<file path="src/core/asr_pkg.sv">
// Overview of operation
// - temperature register is read-only signed 8-bit, rising with die temperature
// - status register read-only; bits 7,5,4,0 are flags, others read zero
// - data error flag set by parity or fuse margin fault; only reset clears
// - init flag set from reset release until initialization completes, then self-clears
// - temperature fault flag set on limit excess; clear-error clears it once fault gone
// - reset flag set during initialization; cleared only by clear-error write
// - free-running 8-bit count advances every 32 oscillator cycles, wraps at 2.048 ms
// - result registers freeze while capture-hold is high or chip select is low
// - 11-bit result per axis: low byte bits 7:0, high byte bits 10:8
// - reading a low byte suspends updates of both axes until each low byte read has had its high byte read
// - internal reset held after power-on and reasserted on low supply voltage
// - a 4.0 MHz oscillator times the block; dividers derive slower enables
// - regulator switched off 2.0 us in every 249.5 us period to check capacitor
// - both pulse-code outputs driven low while the device is held in reset
// - oscillator fault declared when reference and main clocks differ by over 10%
// - oscillator fault forces serial data out high whenever chip select is low
// - internal reset from power-on, low voltage, pin sequence, or register sequence
// - serial clock high with chip select low for 512 us forces reset
// - three ordered control writes 10,11,01 reset; a 00 write aborts
// - clear-error bit clears transient error status and always reads zero
package asr_pkg;
  localparam logic [6:0] ADDR_TEMP = 7'h0F;
  localparam logic [6:0] ADDR_STAT = 7'h10;
  localparam logic [6:0] ADDR_TICK = 7'h11;
  localparam logic [6:0] ADDR_XL = 7'h24;
  localparam logic [6:0] ADDR_XH = 7'h25;
  localparam logic [6:0] ADDR_YL = 7'h26;
  localparam logic [6:0] ADDR_YH = 7'h27;
  localparam logic [6:0] ADDR_CTRL = 7'h0E;
  localparam int BIT_IDE = 7;
  localparam int BIT_INIT = 5;
  localparam int BIT_TF = 4;
  localparam int BIT_RES = 0;
  localparam int BIT_UPPER_RESET_BIT = 7;
  localparam int BIT_LOWER_RESET_BIT = 6;
  localparam int BIT_CE = 5;
  localparam int BIT_PCMEN = 4;
  localparam int CLK_MHZ = 100;
  localparam int OSC_KHZ = 4000;
  localparam int PRESCALE_DIV = 32;
  localparam int OSC_DIV = CLK_MHZ * 1000 / OSC_KHZ;
  localparam int CREG_OFF_NS = 2000;
  localparam int CREG_PERIOD_NS = 249500;
  localparam int CREG_OFF_CYC = CREG_OFF_NS * CLK_MHZ / 1000;
  localparam int CREG_PERIOD_CYC = CREG_PERIOD_NS * CLK_MHZ / 1000;
  localparam int PIN_RST_US = 512;
  localparam int PIN_RST_CYC = PIN_RST_US * CLK_MHZ;
  localparam int INIT_CYC_DEF = 1000;
  localparam int OSC_WIN = 256;
  localparam int OSC_TOL_PCT = 10;
  localparam logic [7:0] RESET_BYTE = 8'h00;
  typedef struct packed {
    logic sel;
    logic rd;
    logic wr;
    logic [6:0] addr;
    logic [7:0] wdata;
  } asr_req_t;
  typedef struct packed {
    logic [10:0] x;
    logic [10:0] y;
  } asr_acc_t;
endpackage

</file>
<file path="src/core/asr_regs.sv">
`timescale 1ns/100ps
module asr_regs #(
  parameter int PIN_RST_CYCLES = asr_pkg::PIN_RST_CYC,
  parameter int CREG_PERIOD = asr_pkg::CREG_PERIOD_CYC,
  parameter int INIT_CYCLES = asr_pkg::INIT_CYC_DEF
) (
  input wire logic sys_clk,
  input wire logic rst_n,
  input wire logic supply_ok,
  input wire logic sclk_pin,
  input wire logic cs_n_pin,
  input wire logic capture_hold_input_pin,
  input wire logic ref_osc_tick,
  input wire asr_pkg::asr_req_t req,
  input wire asr_pkg::asr_acc_t acc_in,
  input wire logic [7:0] temp_in,
  input wire logic temp_limit_fault,
  input wire logic parity_fault,
  input wire logic fuse_margin_fault,
  input wire logic pcm_x_in,
  input wire logic pcm_y_in,
  output logic [7:0] rdata,
  output logic dout_force_high,
  output logic regulator_en,
  output logic pcm_x,
  output logic pcm_y,
  output logic internal_reset
);
  import asr_pkg::*;

  function automatic logic hit(input asr_req_t r, input logic [6:0] a);
    return r.sel && r.addr == a;
  endfunction

  // two-flop synchronisers for pin inputs
  logic [1:0] s_supply, s_sclk, s_cs, s_hold, s_ref;
  always_ff @(posedge sys_clk or negedge rst_n) begin
    if (!rst_n) begin
      s_supply <= 2'h0;
      s_sclk <= 2'h0;
      s_cs <= 2'h3;
      s_hold <= 2'h0;
      s_ref <= 2'h0;
    end else begin
      s_supply <= {s_supply[0], supply_ok};
      s_sclk <= {s_sclk[0], sclk_pin};
      s_cs <= {s_cs[0], cs_n_pin};
      s_hold <= {s_hold[0], capture_hold_input_pin};
      s_ref <= {s_ref[0], ref_osc_tick};
    end
  end
  wire logic supply_s = s_supply[1];
  wire logic sclk_s = s_sclk[1];
  wire logic cs_n_s = s_cs[1];
  wire logic hold_s = s_hold[1];

  // state
  logic ires, next_ires;
  logic [31:0] pin_cnt, next_pin_cnt;
  logic [1:0] seq, next_seq;
  logic [31:0] init_cnt, next_init_cnt;
  logic init_flag, next_init_flag;
  logic res_flag, next_res_flag;
  logic internal_data_error_flag, next_ide;
  logic tf, next_tf;
  logic [4:0] osc_div, next_osc_div;
  logic [4:0] pre, next_pre;
  logic [7:0] tick, next_tick;
  asr_acc_t acc, next_acc;
  logic lock_x, next_lock_x, lock_y, next_lock_y;
  logic [31:0] creg_cnt, next_creg_cnt;
  logic [9:0] win_cnt, next_win_cnt;
  logic [9:0] ref_cnt, next_ref_cnt;
  logic ref_prev, next_ref_prev;
  logic oscf, next_oscf;
  logic [7:0] next_rdata;
  logic next_pcm_x, next_pcm_y, next_dout_hi, next_reg_en;
  logic pcm_en, next_pcm_en;

  wire logic wr_ctrl = req.wr && hit(req, ADDR_CTRL);
  wire logic ce_wr = wr_ctrl && req.wdata[BIT_CE];
  wire logic [1:0] resb = {req.wdata[BIT_UPPER_RESET_BIT], req.wdata[BIT_LOWER_RESET_BIT]};
  wire logic osc_tick = osc_div == 5'(OSC_DIV - 1);

  always_comb begin
    next_ires = 1'b0;
    next_seq = seq;
    next_pin_cnt = 32'h0;
    if (!cs_n_s && sclk_s) begin
      next_pin_cnt = pin_cnt + 32'h1;
    end
    if (wr_ctrl) begin
      case (resb)
        2'h2: next_seq = 2'h1;
        2'h3: next_seq = (seq == 2'h1) ? 2'h2 : 2'h0;
        2'h1: next_seq = (seq == 2'h2) ? 2'h3 : 2'h0;
        default: next_seq = 2'h0;
      endcase
    end
    if (!supply_s || pin_cnt >= 32'(PIN_RST_CYCLES) || seq == 2'h3) begin
      next_ires = 1'b1;
      next_seq = 2'h0;
      next_pin_cnt = 32'h0;
    end
  end

  always_comb begin
    next_init_cnt = init_cnt;
    next_init_flag = init_flag;
    next_res_flag = res_flag;
    next_ide = internal_data_error_flag | parity_fault | fuse_margin_fault;
    next_tf = tf | temp_limit_fault;
    next_pcm_en = pcm_en;
    if (wr_ctrl) begin
      next_pcm_en = req.wdata[BIT_PCMEN];
    end
    if (init_flag) begin
      next_res_flag = 1'b1;
      if (init_cnt >= 32'(INIT_CYCLES - 1)) begin
        next_init_flag = 1'b0;
      end else begin
        next_init_cnt = init_cnt + 32'h1;
      end
    end else if (ce_wr) begin
      next_res_flag = 1'b0;
    end
    if (ce_wr && !temp_limit_fault) begin
      next_tf = 1'b0;
    end
    if (ires) begin
      next_init_cnt = 32'h0;
      next_init_flag = 1'b1;
      next_res_flag = 1'b1;
      next_ide = 1'b0;
      next_tf = 1'b0;
      next_pcm_en = 1'b0;
    end
  end

  always_comb begin
    next_osc_div = osc_tick ? 5'h0 : osc_div + 5'h1;
    next_pre = pre;
    next_tick = tick;
    if (osc_tick) begin
      next_pre = pre + 5'h1;
      if (pre == 5'(PRESCALE_DIV - 1)) begin
        next_tick = tick + 8'h1;
      end
    end
    if (ires) begin
      next_osc_div = 5'h0;
      next_pre = 5'h0;
      next_tick = 8'h0;
    end
  end

  // result freeze and byte-pair lock
  always_comb begin
    next_acc = acc;
    next_lock_x = lock_x;
    next_lock_y = lock_y;
    if (req.rd && hit(req, ADDR_XL)) next_lock_x = 1'b1;
    if (req.rd && hit(req, ADDR_YL)) next_lock_y = 1'b1;
    if (req.rd && hit(req, ADDR_XH)) next_lock_x = 1'b0;
    if (req.rd && hit(req, ADDR_YH)) next_lock_y = 1'b0;
    if (!hold_s && cs_n_s && !lock_x && !lock_y) begin
      next_acc = acc_in;
    end
    if (ires) begin
      next_acc = '0;
      next_lock_x = 1'b0;
      next_lock_y = 1'b0;
    end
  end

  // read mux; writes to read-only addresses fall through untouched
  always_comb begin
    next_rdata = rdata;
    if (req.rd && req.sel) begin
      case (req.addr)
        ADDR_TEMP: next_rdata = temp_in;
        ADDR_STAT: begin
          next_rdata = RESET_BYTE;
          next_rdata[BIT_IDE] = internal_data_error_flag;
          next_rdata[BIT_INIT] = init_flag;
          next_rdata[BIT_TF] = tf;
          next_rdata[BIT_RES] = res_flag;
        end
        ADDR_TICK: next_rdata = tick;
        ADDR_XL: next_rdata = acc.x[7:0];
        ADDR_XH: next_rdata = {5'h0, acc.x[10:8]};
        ADDR_YL: next_rdata = acc.y[7:0];
        ADDR_YH: next_rdata = {5'h0, acc.y[10:8]};
        ADDR_CTRL: next_rdata = {3'h0, pcm_en, 4'h0};
        default: next_rdata = RESET_BYTE;
      endcase
    end
  end

  // count reference edges over a window of main ticks
  always_comb begin
    next_ref_prev = s_ref[1];
    next_ref_cnt = ref_cnt;
    next_win_cnt = win_cnt;
    next_oscf = oscf;
    if (s_ref[1] && !ref_prev) next_ref_cnt = ref_cnt + 10'h1;
    if (osc_tick) begin
      next_win_cnt = win_cnt + 10'h1;
      if (win_cnt == 10'(OSC_WIN - 1)) begin
        next_win_cnt = 10'h0;
        next_ref_cnt = 10'h0;
        // full width, so the tolerance products cannot wrap
        if (32'(ref_cnt) * 32'h64 > 32'(OSC_WIN * (100 + OSC_TOL_PCT))
            || 32'(ref_cnt) * 32'h64 < 32'(OSC_WIN * (100 - OSC_TOL_PCT)))
          next_oscf = 1'b1;
      end
    end
    if (ires) begin
      next_win_cnt = 10'h0;
      next_ref_cnt = 10'h0;
      next_oscf = 1'b0;
    end
  end

  // regulator off at the tail of each check period
  always_comb begin
    next_creg_cnt = (creg_cnt >= 32'(CREG_PERIOD - 1)) ? 32'h0
                                                     : creg_cnt + 32'h1;
    next_reg_en = creg_cnt < 32'(CREG_PERIOD - CREG_OFF_CYC);
    next_dout_hi = oscf && !cs_n_s;
    next_pcm_x = pcm_en && pcm_x_in && !ires && !init_flag;
    next_pcm_y = pcm_en && pcm_y_in && !ires && !init_flag;
  end

  always_ff @(posedge sys_clk or negedge rst_n) begin
    if (!rst_n) begin
      ires <= 1'b1;
      seq <= 2'h0;
      pin_cnt <= 32'h0;
      init_cnt <= 32'h0;
      init_flag <= 1'b1;
      res_flag <= 1'b1;
      internal_data_error_flag <= 1'b0;
      tf <= 1'b0;
      pcm_en <= 1'b0;
      osc_div <= 5'h0;
      pre <= 5'h0;
      tick <= 8'h0;
      acc <= '0;
      lock_x <= 1'b0;
      lock_y <= 1'b0;
      rdata <= 8'h0;
      ref_prev <= 1'b0;
      ref_cnt <= 10'h0;
      win_cnt <= 10'h0;
      oscf <= 1'b0;
      creg_cnt <= 32'h0;
      regulator_en <= 1'b1;
      dout_force_high <= 1'b0;
      pcm_x <= 1'b0;
      pcm_y <= 1'b0;
    end else begin
      ires <= next_ires;
      seq <= next_seq;
      pin_cnt <= next_pin_cnt;
      init_cnt <= next_init_cnt;
      init_flag <= next_init_flag;
      res_flag <= next_res_flag;
      internal_data_error_flag <= next_ide;
      tf <= next_tf;
      pcm_en <= next_pcm_en;
      osc_div <= next_osc_div;
      pre <= next_pre;
      tick <= next_tick;
      acc <= next_acc;
      lock_x <= next_lock_x;
      lock_y <= next_lock_y;
      rdata <= next_rdata;
      ref_prev <= next_ref_prev;
      ref_cnt <= next_ref_cnt;
      win_cnt <= next_win_cnt;
      oscf <= next_oscf;
      creg_cnt <= next_creg_cnt;
      regulator_en <= next_reg_en;
      dout_force_high <= next_dout_hi;
      pcm_x <= next_pcm_x;
      pcm_y <= next_pcm_y;
    end
  end
  assign internal_reset = ires;
endmodule

</file>
<file path="config.mk">
export PLATFORM = sky130hd
export DESIGN_NAME = asr_regs
export DESIGN_NICKNAME = d
export VERILOG_FILES = /design/src/core/asr_pkg.sv /design/src/core/asr_regs.sv
export SDC_FILE = /design/constraint.sdc
export NUM_CORES = 1
export LEC_CHECK = 0
export ABC_AREA = 1
export BUFFER_PORTS_ARGS = -buffer_cell sky130_fd_sc_hd__buf_2
export CAP_MARGIN = 40
export CORE_MARGIN = 4
export CORE_UTILIZATION = 27
export CTS_BUF_LIST = sky130_fd_sc_hd__clkbuf_4 sky130_fd_sc_hd__clkbuf_8 sky130_fd_sc_hd__clkbuf_16
export CTS_CLUSTER_DIAMETER = 30
export DETAILED_ROUTE_END_ITERATION = 7
export PLACE_DENSITY = 0.44
export SLEW_MARGIN = 20
export SYNTH_ARGS = -nofsm -noshare
export SYNTH_HDL_FRONTEND = slang
export SYNTH_SLANG_ARGS = --single-unit
export TNS_END_PERCENT = 10
</file>
<file path="constraint.sdc">
create_clock -name sys_clk -period 2.5 [get_ports sys_clk]
set_input_delay 0.375 -clock sys_clk [delete_from_list [all_inputs] [get_ports sys_clk]]
set_output_delay 0.375 -clock sys_clk [all_outputs]
set_load 0.01 [all_outputs]
</file>
==> flow_summary_export.csv, run 1 <==
group,metric,value,unit
floorplanning,die-area,0.03791,mm^2
grt,grt_max_degree,53,
drt,remaining_drc_errors,0,
place,gp_congestion,0.8301,
timing,fin_crit_sh,1.135,
setup_path,reg2reg_setup_slack,-0.34,ns
clocking,cts_tree,"done",
clocking,path_clk_slew,0.08,ns
clocking,clockBufferDepth,2,
pwr,p_int,0.004609,W
floorplanning,die_w,194.7,um
hold_path,holdCritPathClass,"in2reg",
drt,drt-pass1-iter-count,7,
clocking,cts_htree_levels,4,
clocking,worstSkewPairLatency,0.45,ns
layout,area_growth,23.47,%
place,placedInstanceArea,0.01080,mm^2
layout,antennaDiodeCount,0,
grt,grt_pass1_vias,7224,
grt,overflow,0,
drt,drt_iter0_drc,416,
floorplanning,ios,73,
logic_synthesis,netlist_top_cells_count,"inv_1, dfrtp_1, nand2_1, nor2_1, nand3_1",
hold_path,min_to,"s_ref[0]",
setup_path,cp-end-kind,"register",
logic_synthesis,yosysMostFrequentCell,"inv_1",
pwr,total_power,0.006046,W
floorplanning,die_h,194.7,um
timing,rsz0062_at_grt,"true",
timing,skew,0.01520,ns
drt,post_drt_wl_per_cell,12.41,um
timing,setup_ws,-0.3387,ns
floorplanning,num_rows,68,
setup_path,r2r_start,"ref_cnt[4]",
drt,vias,7196,
clocking,root_buffer,"clkbuf_16",
timing,hold_viol,0,
setup_path,timing.rr.end,"oscf",
logic_synthesis,synth_area_leader_cell,"dfrtp_1",
setup_path,path_class,"reg2reg",
run,maxCapViolCount,0,
timing,finalCriticalPeriod,2.839,ns
drt,ant_nets,0,
hold_path,holdPathStages,1,
timing,fin_hold_ws,0.04162,ns
setup_path,crit_path_start_kind,"register",
logic_synthesis,synthTopCellsByArea,"dfrtp_1, inv_1, nand2_1, ha_1, nor2_1",
pwr,powerDensity,520.2,mW/mm^2
timing,max_slew_margin,0.6557,
timing,tightest_slew,0.5164,ns
layout,seq_area,0.004767,mm^2
setup_path,crit_fanout,5,
pwr,vdd_drop_max,0.5090,mV
timing,setup_viol,1,
run_status,violations,"setup timing",
setup_path,crit_arrival,3.16,ns
grt,antenna_found_initial,0,
pwr,switching_share,0.2376,
logic_synthesis,synth_cells,1071,
place,dp_hpwl,15350,um
logic_synthesis,synth_flop_cell,"dfrtp_1",
setup_path,r2r_cells,19,
layout,multiInputGateArea,0.004150,mm^2
logic_synthesis,synthDistinctLibCells,53,
pwr,p_seq_frac,0.516,
layout,drive_gt1_frac,0.2119,
logic_synthesis,async_flop_share,1.000,
place,pre_cts_slack,-0.3443,ns
grt,grt_pass1_wl,35950,um
drt,routed_wl,21050,um
run_status,status,"complete, but fails checks",
setup_path,crit_required,2.82,ns
grt,grtUsageTotal,0.1149,
floorplanning,start_util,0.2732,
logic_synthesis,ys_seq_elements,190,
logic_synthesis,yosysTopAreaCellShare,0.4892,
pwr,leakagePower,5.341,nW
logic_synthesis,syn_area,0.009413,mm^2
place,io_buffers,68,
pwr,p_clk_frac,0.454,
pwr,switchingPower,0.001437,W
layout,fillers,3654,
timing,report.final.slew_viol_count,0,
clocking,cts_sinks,190,
logic_synthesis,yosys_warnings,0,
timing,max_clock_freq,352.3,MHz
layout,fin_nets,1341,
hold_path,worstHoldStart,"ref_osc_tick",
pwr,p_comb_frac,0.030,
layout,design_area,0.01162,mm^2
drt,avgViaCountPerCell,4.243,
logic_synthesis,synth-edff-count,0,
floorplanning,core_area,0.03446,mm^2
logic_synthesis,synth_seq_area_share,0.5059,
clocking,cts_buffers,17,
logic_synthesis,syn_area_per_cell,8.789,um^2
==> logic make-up after synthesis <==
group / Yosys count / share of synthesized area
simple gates: 466 / 0.2351
other cells: 1 / 0.0003984
flops: 190 / 0.5059
fa+ha+maj: 52 / 0.07311
compound gates: 128 / 0.07750
xor+xnor: 21 / 0.01954
buf+inv: 213 / 0.08840
==> routing by layer <==
layer	share of wire	wire length, um	vias up	GRT usage
met2	0.45	9490	81	0.1787
met1	0.51	10640	3391	0.1607
met3	0.029	610	19	0.02513
li1	-	-	3705	-
met4	0.014	304	0	0.03542
met5	0	0	-	0
==> final cells by class <==
class / instances / share of cell area
Sequential cell: 190 / 0.4102
Multi-Input combinational cell: 700 / 0.3571
Timing Repair Buffer: 124 / 0.06987
Inverter: 196 / 0.06352
Tap cell: 455 / 0.04898
Clock buffer: 18 / 0.03779
Clock inverter: 13 / 0.01260
==> cells in the final DEF, fill, tap and decap left out, drive strengths merged, types with 2 or more instances in the layout <==
cell and n:
o2111ai 2, clkinv 4, dfrtp 184, o221ai 2, nand4 19, conb 33, o31ai 5, o221a 2
xor2 16, a211oi 3, fa 5, o22ai 5, and3 2, o21ai 62, inv 204, nand3b 2
dfstp 6, a21oi 40, xnor2 5, ha 47, clkbuf 19, and2 4, nor4 9, dlygate4sd3 2
nor2 130, a31oi 4, nor3 38, buf 121, nand3 72, nand2 181, or2 8
==> per-stage QoR <==
| step | TNS [ns] | instances | utilization |
|---|---|---|---|
| 2_1_floorplan | -0.1647 | 1103 | - |
| 3_3_place_gp | -0.3386 | 1655 | 0.3135 |
| 3_5_place_dp | -0.3443 | 1655 | 0.3135 |
| 4_1_cts | -0.3418 | 1691 | 0.3321 |
| 5_1_grt | -0.5671 | 1696 | 0.3373 |
| 6_report | -0.3387 | 1696 | 0.3373 |
==> power groups by stage <==
stage          logic (W)  registers, W  clock network, W
2_1_floorplan  0.0000397       0.00318                 0
3_3_place_gp    0.000185       0.00318                 0
3_5_place_dp    0.000186       0.00318                 0
4_1_cts         0.000189       0.00312           0.00286
5_1_grt         0.000210       0.00312           0.00299
6_report        0.000180       0.00312           0.00274
==> repair_timing <==
item                                    4_1_cts  5_1_grt
pin swaps                                     3       14
gates resized for setup                       1       34
endpoints found under the setup margin        1        1
setup buffers                                 3        5
hold buffers                                  2        0
endpoints found under the hold margin        42        0
==> worst max-delay path: stages (launching register included) <==
cell and delay (ns):
dfrtp_2 0.46, ha_4 0.26, ha_4 0.26, inv_2 0.03, fa_1 0.54, inv_2 0.05
ha_4 0.30, nand2_4 0.07, inv_2 0.05, nand2_2 0.06, nand2_2 0.07, nand2_2 0.05
nand3_2 0.06, nand2_2 0.05, nand2_2 0.05, nand2_1 0.04, nor2_1 0.10, nand3_1 0.08
nand2_1 0.06, a21oi_1 0.05
==> flip-flops by register name, summed over array words and instances (netlist names), 5 cells and up <==
signal and count:
ref_cnt 10, pin_cnt 32, creg_cnt 32, pre 5
win_cnt 10, init_cnt 32, rdata 8, tick 8
acc 22, osc_div 5
==> worst max path at each step <==
stage / start / endpoint / slack (ns) / cells after the start
detailed placement: ref_cnt[4] / oscf / -0.34 / 18
global placement: ref_cnt[4] / oscf / -0.34 / 18
global route: ref_cnt[4] / oscf / -0.57 / 19
floorplan: ref_cnt[4] / oscf / -0.16 / 18
CTS: ref_cnt[4] / oscf / -0.34 / 18
finish: ref_cnt[4] / oscf / -0.34 / 19
Power figures use the tool's default switching activity.
==> run 2: changes to the inputs <==
--- a/config.mk
+++ b/config.mk
@@ -13,7 +13,8 @@
 export CTS_BUF_LIST = sky130_fd_sc_hd__clkbuf_4 sky130_fd_sc_hd__clkbuf_8 sky130_fd_sc_hd__clkbuf_16
 export CTS_CLUSTER_DIAMETER = 30
 export DETAILED_ROUTE_END_ITERATION = 7
-export PLACE_DENSITY = 0.44
+export PLACE_DENSITY_LB_ADDON = 0.05
+export RECOVER_POWER = 25
 export SLEW_MARGIN = 20
 export SYNTH_ARGS = -nofsm -noshare
 export SYNTH_HDL_FRONTEND = slang
==> constraint.sdc (replaced) <==
create_clock -name sys_clk -period 2.5 [get_ports sys_clk]
set_input_delay 0.375 -clock sys_clk [delete_from_list [all_inputs] [get_ports sys_clk]]
set_output_delay 0.375 -clock sys_clk [all_outputs]
set_load 0.1 [all_outputs]
==> run 2 against run 1 <==
- the flow finishes with violations (capacitance limit, slew limit, setup timing)
- combinational power barely moved
- final area fell by 1.5%
- clock skew fell by 0.0015 ns
- critical endpoint unchanged
- highest routed layer unchanged
- hold slack got worse by 0.0097 ns
- first-iteration DRC count fell by 37%
- largest power group unchanged
- setup slack improved by 0.024 ns
- power rose by 2.9%
- critical path depth did not move
- non-clock buffer count fell by 10
==> flow_summary_export.csv, run 2 (synthesis results as in run 1) <==
group,metric,value,unit
run_status,status,"complete, but fails checks",
run_status,violations,"capacitance limit, slew limit, setup timing",
hold_path,holdCritPathClass,"in2reg",
layout,final_common_cell,"inv_1",
floorplanning,die_h,194.7,um
timing,tightest_slew,1.742,ns
place,io_buffers,68,
layout,layout_common_cells,"inv_1, dfrtp_1, nand2_1",
grt,grtUsageTotal,0.1226,
clocking,cts_htree_levels,4,
grt,grt_pass1_vias,7287,
floorplanning,start_util,0.2732,
timing,rsz0062_at_grt,"true",
timing,setup_viol,1,
setup_path,cp-end-kind,"register",
drt,avgViaCountPerCell,4.175,
place,placedInstanceArea,0.01075,mm^2
drt,remaining_drc_errors,0,
clocking,cts_sinks,190,
pwr,powerDensity,543.4,mW/mm^2
timing,max_slew_margin,-0.1615,
layout,antennaDiodeCount,0,
hold_path,worstHoldStart,"sclk_pin",
clocking,root_buffer,"clkbuf_16",
timing,setup_ws,-0.3152,ns
pwr,leakagePower,5.284,nW
timing,hold_viol,0,
timing,fin_hold_ws,0.03193,ns
floorplanning,die_w,194.7,um
hold_path,min_to,"s_sclk[0]",
timing,fin_crit_sh,1.126,
clocking,cts_tree,"done",
layout,drive_gt1_frac,0.1891,
setup_path,r2r_start,"ref_cnt[4]",
pwr,p_clk_frac,0.469,
place,pre_cts_slack,-0.3441,ns
grt,overflow,0,
drt,post_drt_wl_per_cell,13.06,um
setup_path,timing.rr.end,"oscf",
setup_path,r2r_cells,19,
clocking,clockBufferDepth,2,
drt,drt_iter0_drc,263,
grt,grt_max_degree,65,
hold_path,holdPathStages,1,
layout,top_regs,"creg_cnt (32), init_cnt (32), pin_cnt (32)",
drt,ant_nets,0,
layout,design_area,0.01145,mm^2
grt,grt_pass1_wl,37780,um
setup_path,crit_arrival,3.14,ns
run,maxCapViolCount,1,
floorplanning,die-area,0.03791,mm^2
pwr,switchingPower,0.001416,W
drt,drt-pass1-iter-count,4,
pwr,p_int,0.004804,W
place,gp_congestion,0.7364,
setup_path,crit_path_start_kind,"register",
timing,setup-tns-final,-0.3152,ns
timing,max_clock_freq,355.2,MHz
setup_path,crit_required,2.82,ns
clocking,path_clk_slew,0.08,ns
layout,area_growth,21.60,%
setup_path,reg2reg_setup_slack,-0.32,ns
grt,antenna_found_initial,0,
floorplanning,ios,73,
drt,routed_wl,22040,um
floorplanning,core_area,0.03446,mm^2
place,dp_hpwl,16310,um
pwr,switching_share,0.2276,
clocking,cts_buffers,17,
timing,report.final.slew_viol_count,64,
timing,finalCriticalPeriod,2.815,ns
layout,fin_nets,1331,
clocking,worstSkewPairLatency,0.44,ns
timing,skew,0.01367,ns
setup_path,path_class,"reg2reg",
drt,vias,7043,
floorplanning,num_rows,68,
pwr,vdd_drop_max,0.4831,mV
place,place_inst,1650,
layout,fillers,3710,
layout,layout.cells.non_filler,1687,
pwr,p_seq_frac,0.502,
pwr,p_comb_frac,0.029,
setup_path,crit_fanout,6,
run 2: cell types whose count changed in the layout (fill, tap and decap cells not counted), sizes merged:
| cell | delta |
|---|---|
| buf | -10 |
| inv | -3 |
| bufinv | +2 |
| clkbuf | +2 |
| clkinvlp | +1 |
| dlygate4sd3 | -1 |
run 2: critical path, stage by stage, from the launching register on:
cell and delay (ns):
dfrtp_1 0.41, ha_1 0.30, ha_1 0.27, inv_1 0.05, fa_1 0.49, inv_2 0.05, ha_4 0.29, nand2_2 0.08
inv_1 0.07, nand2_2 0.07, nand2_1 0.06, nand2_1 0.06, nand3_1 0.07, nand2_1 0.05, nand2_1 0.05, nand2_1 0.04
nor2_1 0.08, nand3_1 0.08, nand2_1 0.07, a21oi_1 0.06
run 2: metrics by stage:
step,total power (W),util
global placement,0.003378,0.3121
global route,0.006500,0.3322
detailed placement,0.003378,0.3121
finish,0.006220,0.3322
floorplan,0.003225,-
CTS,0.006372,0.3321
run 2: cell type report:
class | count | area, um^2 | share of cell area
sequential | 190 | 4762 | 0.4160
multi-input combinational | 700 | 4049 | 0.3537
inverter | 196 | 738.2 | 0.06449
timing repair buffer | 114 | 703.2 | 0.06143
tap | 455 | 569.3 | 0.04974
clock buffer | 19 | 446.7 | 0.03902
clock inverter | 13 | 177.7 | 0.01552
run 2: worst max-delay path by stage:
stage	startpoint	to	slack, ns	depth (start not counted)
final	ref_cnt[4]	oscf	-0.32	19
after floorplan	ref_cnt[4]	oscf	-0.16	18
after global placement	ref_cnt[5]	oscf	-0.32	19
after CTS	ref_cnt[2]	oscf	-0.34	18
after global routing	ref_cnt[2]	oscf	-0.52	18
after detailed placement	ref_cnt[5]	oscf	-0.34	19
run 2: timing repair:
action | in CTS | in global routing
resized for setup | 9 | 4
setup buffers | 3 | 1
hold endpoints to repair | 60 | 0
pin swaps | 10 | 5
endpoints found under the setup margin | 1 | 1
cloned | 0 | 0
hold buffers | 1 | 0
run 2: power by group through the flow:
stage | clock (W) | combinational, W | sequential [W]
6_report | 0.00292 | 0.000182 | 0.00312
5_1_grt | 0.00316 | 0.000215 | 0.00312
4_1_cts | 0.00305 | 0.000196 | 0.00312
3_5_place_dp | 0 | 0.000194 | 0.00318
3_3_place_gp | 0 | 0.000195 | 0.00318
2_1_floorplan | 0 | 0.0000397 | 0.00319
run 2: metal layers:
layer	track usage	vias to the layer above	part of all wire
li1	-	3687	-
met3	0.02479	18	0.023
met4	0.03516	0	0.013
met2	0.1912	58	0.45
met1	0.1733	3280	0.51
met5	0	-	0
==> run 3: changes to the inputs <==
--- a/config.mk
+++ b/config.mk
@@ -6,7 +6,7 @@
 export NUM_CORES = 1
 export LEC_CHECK = 0
 export ABC_AREA = 1
-export BUFFER_PORTS_ARGS = -buffer_cell sky130_fd_sc_hd__buf_2
+export BUFFER_PORTS_ARGS = -buffer_cell sky130_fd_sc_hd__buf_4
 export CAP_MARGIN = 40
 export CORE_MARGIN = 4
 export CORE_UTILIZATION = 27
==> run 3 against run 2 <==
- the flow finishes with violations (setup timing)
- sequential power about the same
- wire length rose by 1.3%
- clock power fell by 6%
- hold slack better by 0.023 ns
- via count increased by 1.3%
- power shrank 2.5%
- flip-flop and latch count is the same
- critical path depth stayed put
- combinational power grew 12%
- clock skew down 0.0053 ns
- largest cell class unchanged
==> flow_summary_export.csv, run 3 (synthesis results as in run 1) <==
group,metric,value,unit
run_status,status,"complete, but fails checks",
run_status,violations,"setup timing",
setup_path,path_class,"reg2reg",
hold_path,worstHoldStart,"cs_n_pin",
run,maxCapViolCount,0,
clocking,clockBufferDepth,2,
drt,post_drt_wl_per_cell,13.23,um
layout,layout_common_cells,"inv_1, dfrtp_1, nand2_1",
layout,fillers,3606,
setup_path,cp-end-kind,"register",
setup_path,r2r_cells,19,
grt,grt_pass1_vias,7188,
drt,vias,7138,
layout,area_growth,22.93,%
layout,top_regs,"creg_cnt (32), init_cnt (32), pin_cnt (32)",
grt,grt_pass1_wl,37260,um
clocking,root_buffer,"clkbuf_16",
drt,drt-pass1-iter-count,4,
floorplanning,ios,73,
drt,ant_nets,0,
clocking,cts_buffers,17,
clocking,cts_sinks,190,
layout,fin_nets,1330,
clocking,cts_tree,"done",
timing,report.final.slew_viol_count,0,
setup_path,crit_start,"ref_cnt[3]",
timing,fin_crit_sh,1.124,
place,gp_congestion,0.7388,
floorplanning,die-area,0.03791,mm^2
drt,routed_wl,22310,um
setup_path,crit_arrival,3.14,ns
floorplanning,num_rows,68,
clocking,worstSkewPairLatency,0.44,ns
setup_path,crit_fanout,6,
timing,setup-tns-final,-0.3112,ns
hold_path,holdCritPathClass,"in2reg",
layout,layout.cells.non_filler,1686,
pwr,leakagePower,5.314,nW
setup_path,timing.rr.end,"oscf",
drt,avgViaCountPerCell,4.234,
timing,hold_viol,0,
place,place_inst,1649,
timing,finalCriticalPeriod,2.811,ns
grt,antenna_found_initial,0,
place,dp_hpwl,16310,um
pwr,vdd_drop_max,0.4437,mV
drt,drt_iter0_drc,333,
timing,setup_viol,1,
setup_path,r2r_start,"ref_cnt[3]",
grt,grtUsageTotal,0.1212,
grt,overflow,0,
layout,antennaDiodeCount,0,
layout,drive_gt1_frac,0.1901,
timing,setup_ws,-0.3112,ns
setup_path,reg2reg_setup_slack,-0.31,ns
timing,tightest_slew,1.377,ns
clocking,path_clk_slew,0.08,ns
place,io_buffers,68,
setup_path,crit_path_start_kind,"register",
floorplanning,start_util,0.2732,
timing,skew,0.008384,ns
clocking,cts_htree_levels,4,
floorplanning,die_h,194.7,um
pwr,powerDensity,524.3,mW/mm^2
hold_path,holdPathStages,1,
timing,rsz0062_at_grt,"true",
grt,grt_max_degree,59,
hold_path,min_to,"s_cs[0]",
floorplanning,die_w,194.7,um
timing,max_clock_freq,355.7,MHz
setup_path,crit_required,2.82,ns
timing,fin_hold_ws,0.05524,ns
floorplanning,core_area,0.03446,mm^2
timing,max_slew_margin,0.08191,
drt,remaining_drc_errors,0,
[run 3: critical path: stages, from the launching register on]
cell and delay [ns]:
dfrtp_1 0.41, ha_1 0.30, ha_1 0.27, inv_1 0.04
fa_1 0.48, inv_2 0.05, ha_4 0.29, nand2_1 0.06
nand2_1 0.09, inv_2 0.05, nand2_1 0.08, nand2_1 0.07
nand3b_1 0.08, nand2_1 0.05, inv_1 0.04, nand2_1 0.04
nor2_1 0.08, nand3_1 0.09, nand2_1 0.06, a21oi_1 0.06
[run 3: metrics by stage]
step	power [W]	instance area, um^2	util	worst slack (ns)
2_1_floorplan	0.003225	9597	-	-0.1647
3_3_place_gp	0.003401	10910	0.3167	-0.3351
3_5_place_dp	0.003399	10910	0.3167	-0.3671
4_1_cts	0.006217	11520	0.3345	-0.3123
5_1_grt	0.006338	11570	0.3358	-0.5283
6_report	0.006066	11570	0.3358	-0.3112
[run 3: area by class of cell]
cell class / count / area [um^2] / area share
clock buffers: 17 / 425.4 / 0.03676
well taps: 455 / 569.3 / 0.04920
clock inverters: 15 / 150.1 / 0.01298
repair buffers: 113 / 855.8 / 0.07396
multi-input cells: 700 / 4070 / 0.3518
flip-flops and latches: 190 / 4762 / 0.4115
inverters: 196 / 738.2 / 0.06380
[run 3: metal layers]
metal / vias to the layer above / GRT usage / routed length [um]
li1: 3683 / - / -
met1: 3369 / 0.1734 / 11020
met2: 73 / 0.1882 / 10260
met3: 13 / 0.02496 / 785
met4: 0 / 0.03125 / 238
met5: - / 0 / 0
[run 3: timing repair]
action	in CTS	in global routing
gates resized for setup	3	15
hold buffers	1	0
setup buffers	1	3
setup endpoints to repair	1	1
pin swaps	7	9
hold endpoints to repair	47	0
[run 3: power by group]
group	switching, W	total, W	internal, W
clock network	0.00133	0.00274	0.00141
logic	0.000127	0.000203	0.0000753
registers	0.0000119	0.00312	0.00311
total	0.00147	0.00607	0.00459
[run 3: how the worst max path moves through the flow]
stage               slack (ns)   end  cells after the start
CTS                      -0.31  oscf                     18
global placement         -0.34  oscf                     18
global route             -0.53  oscf                     19
detailed placement       -0.37  oscf                     18
floorplan                -0.16  oscf                     18
finish                   -0.31  oscf                     19
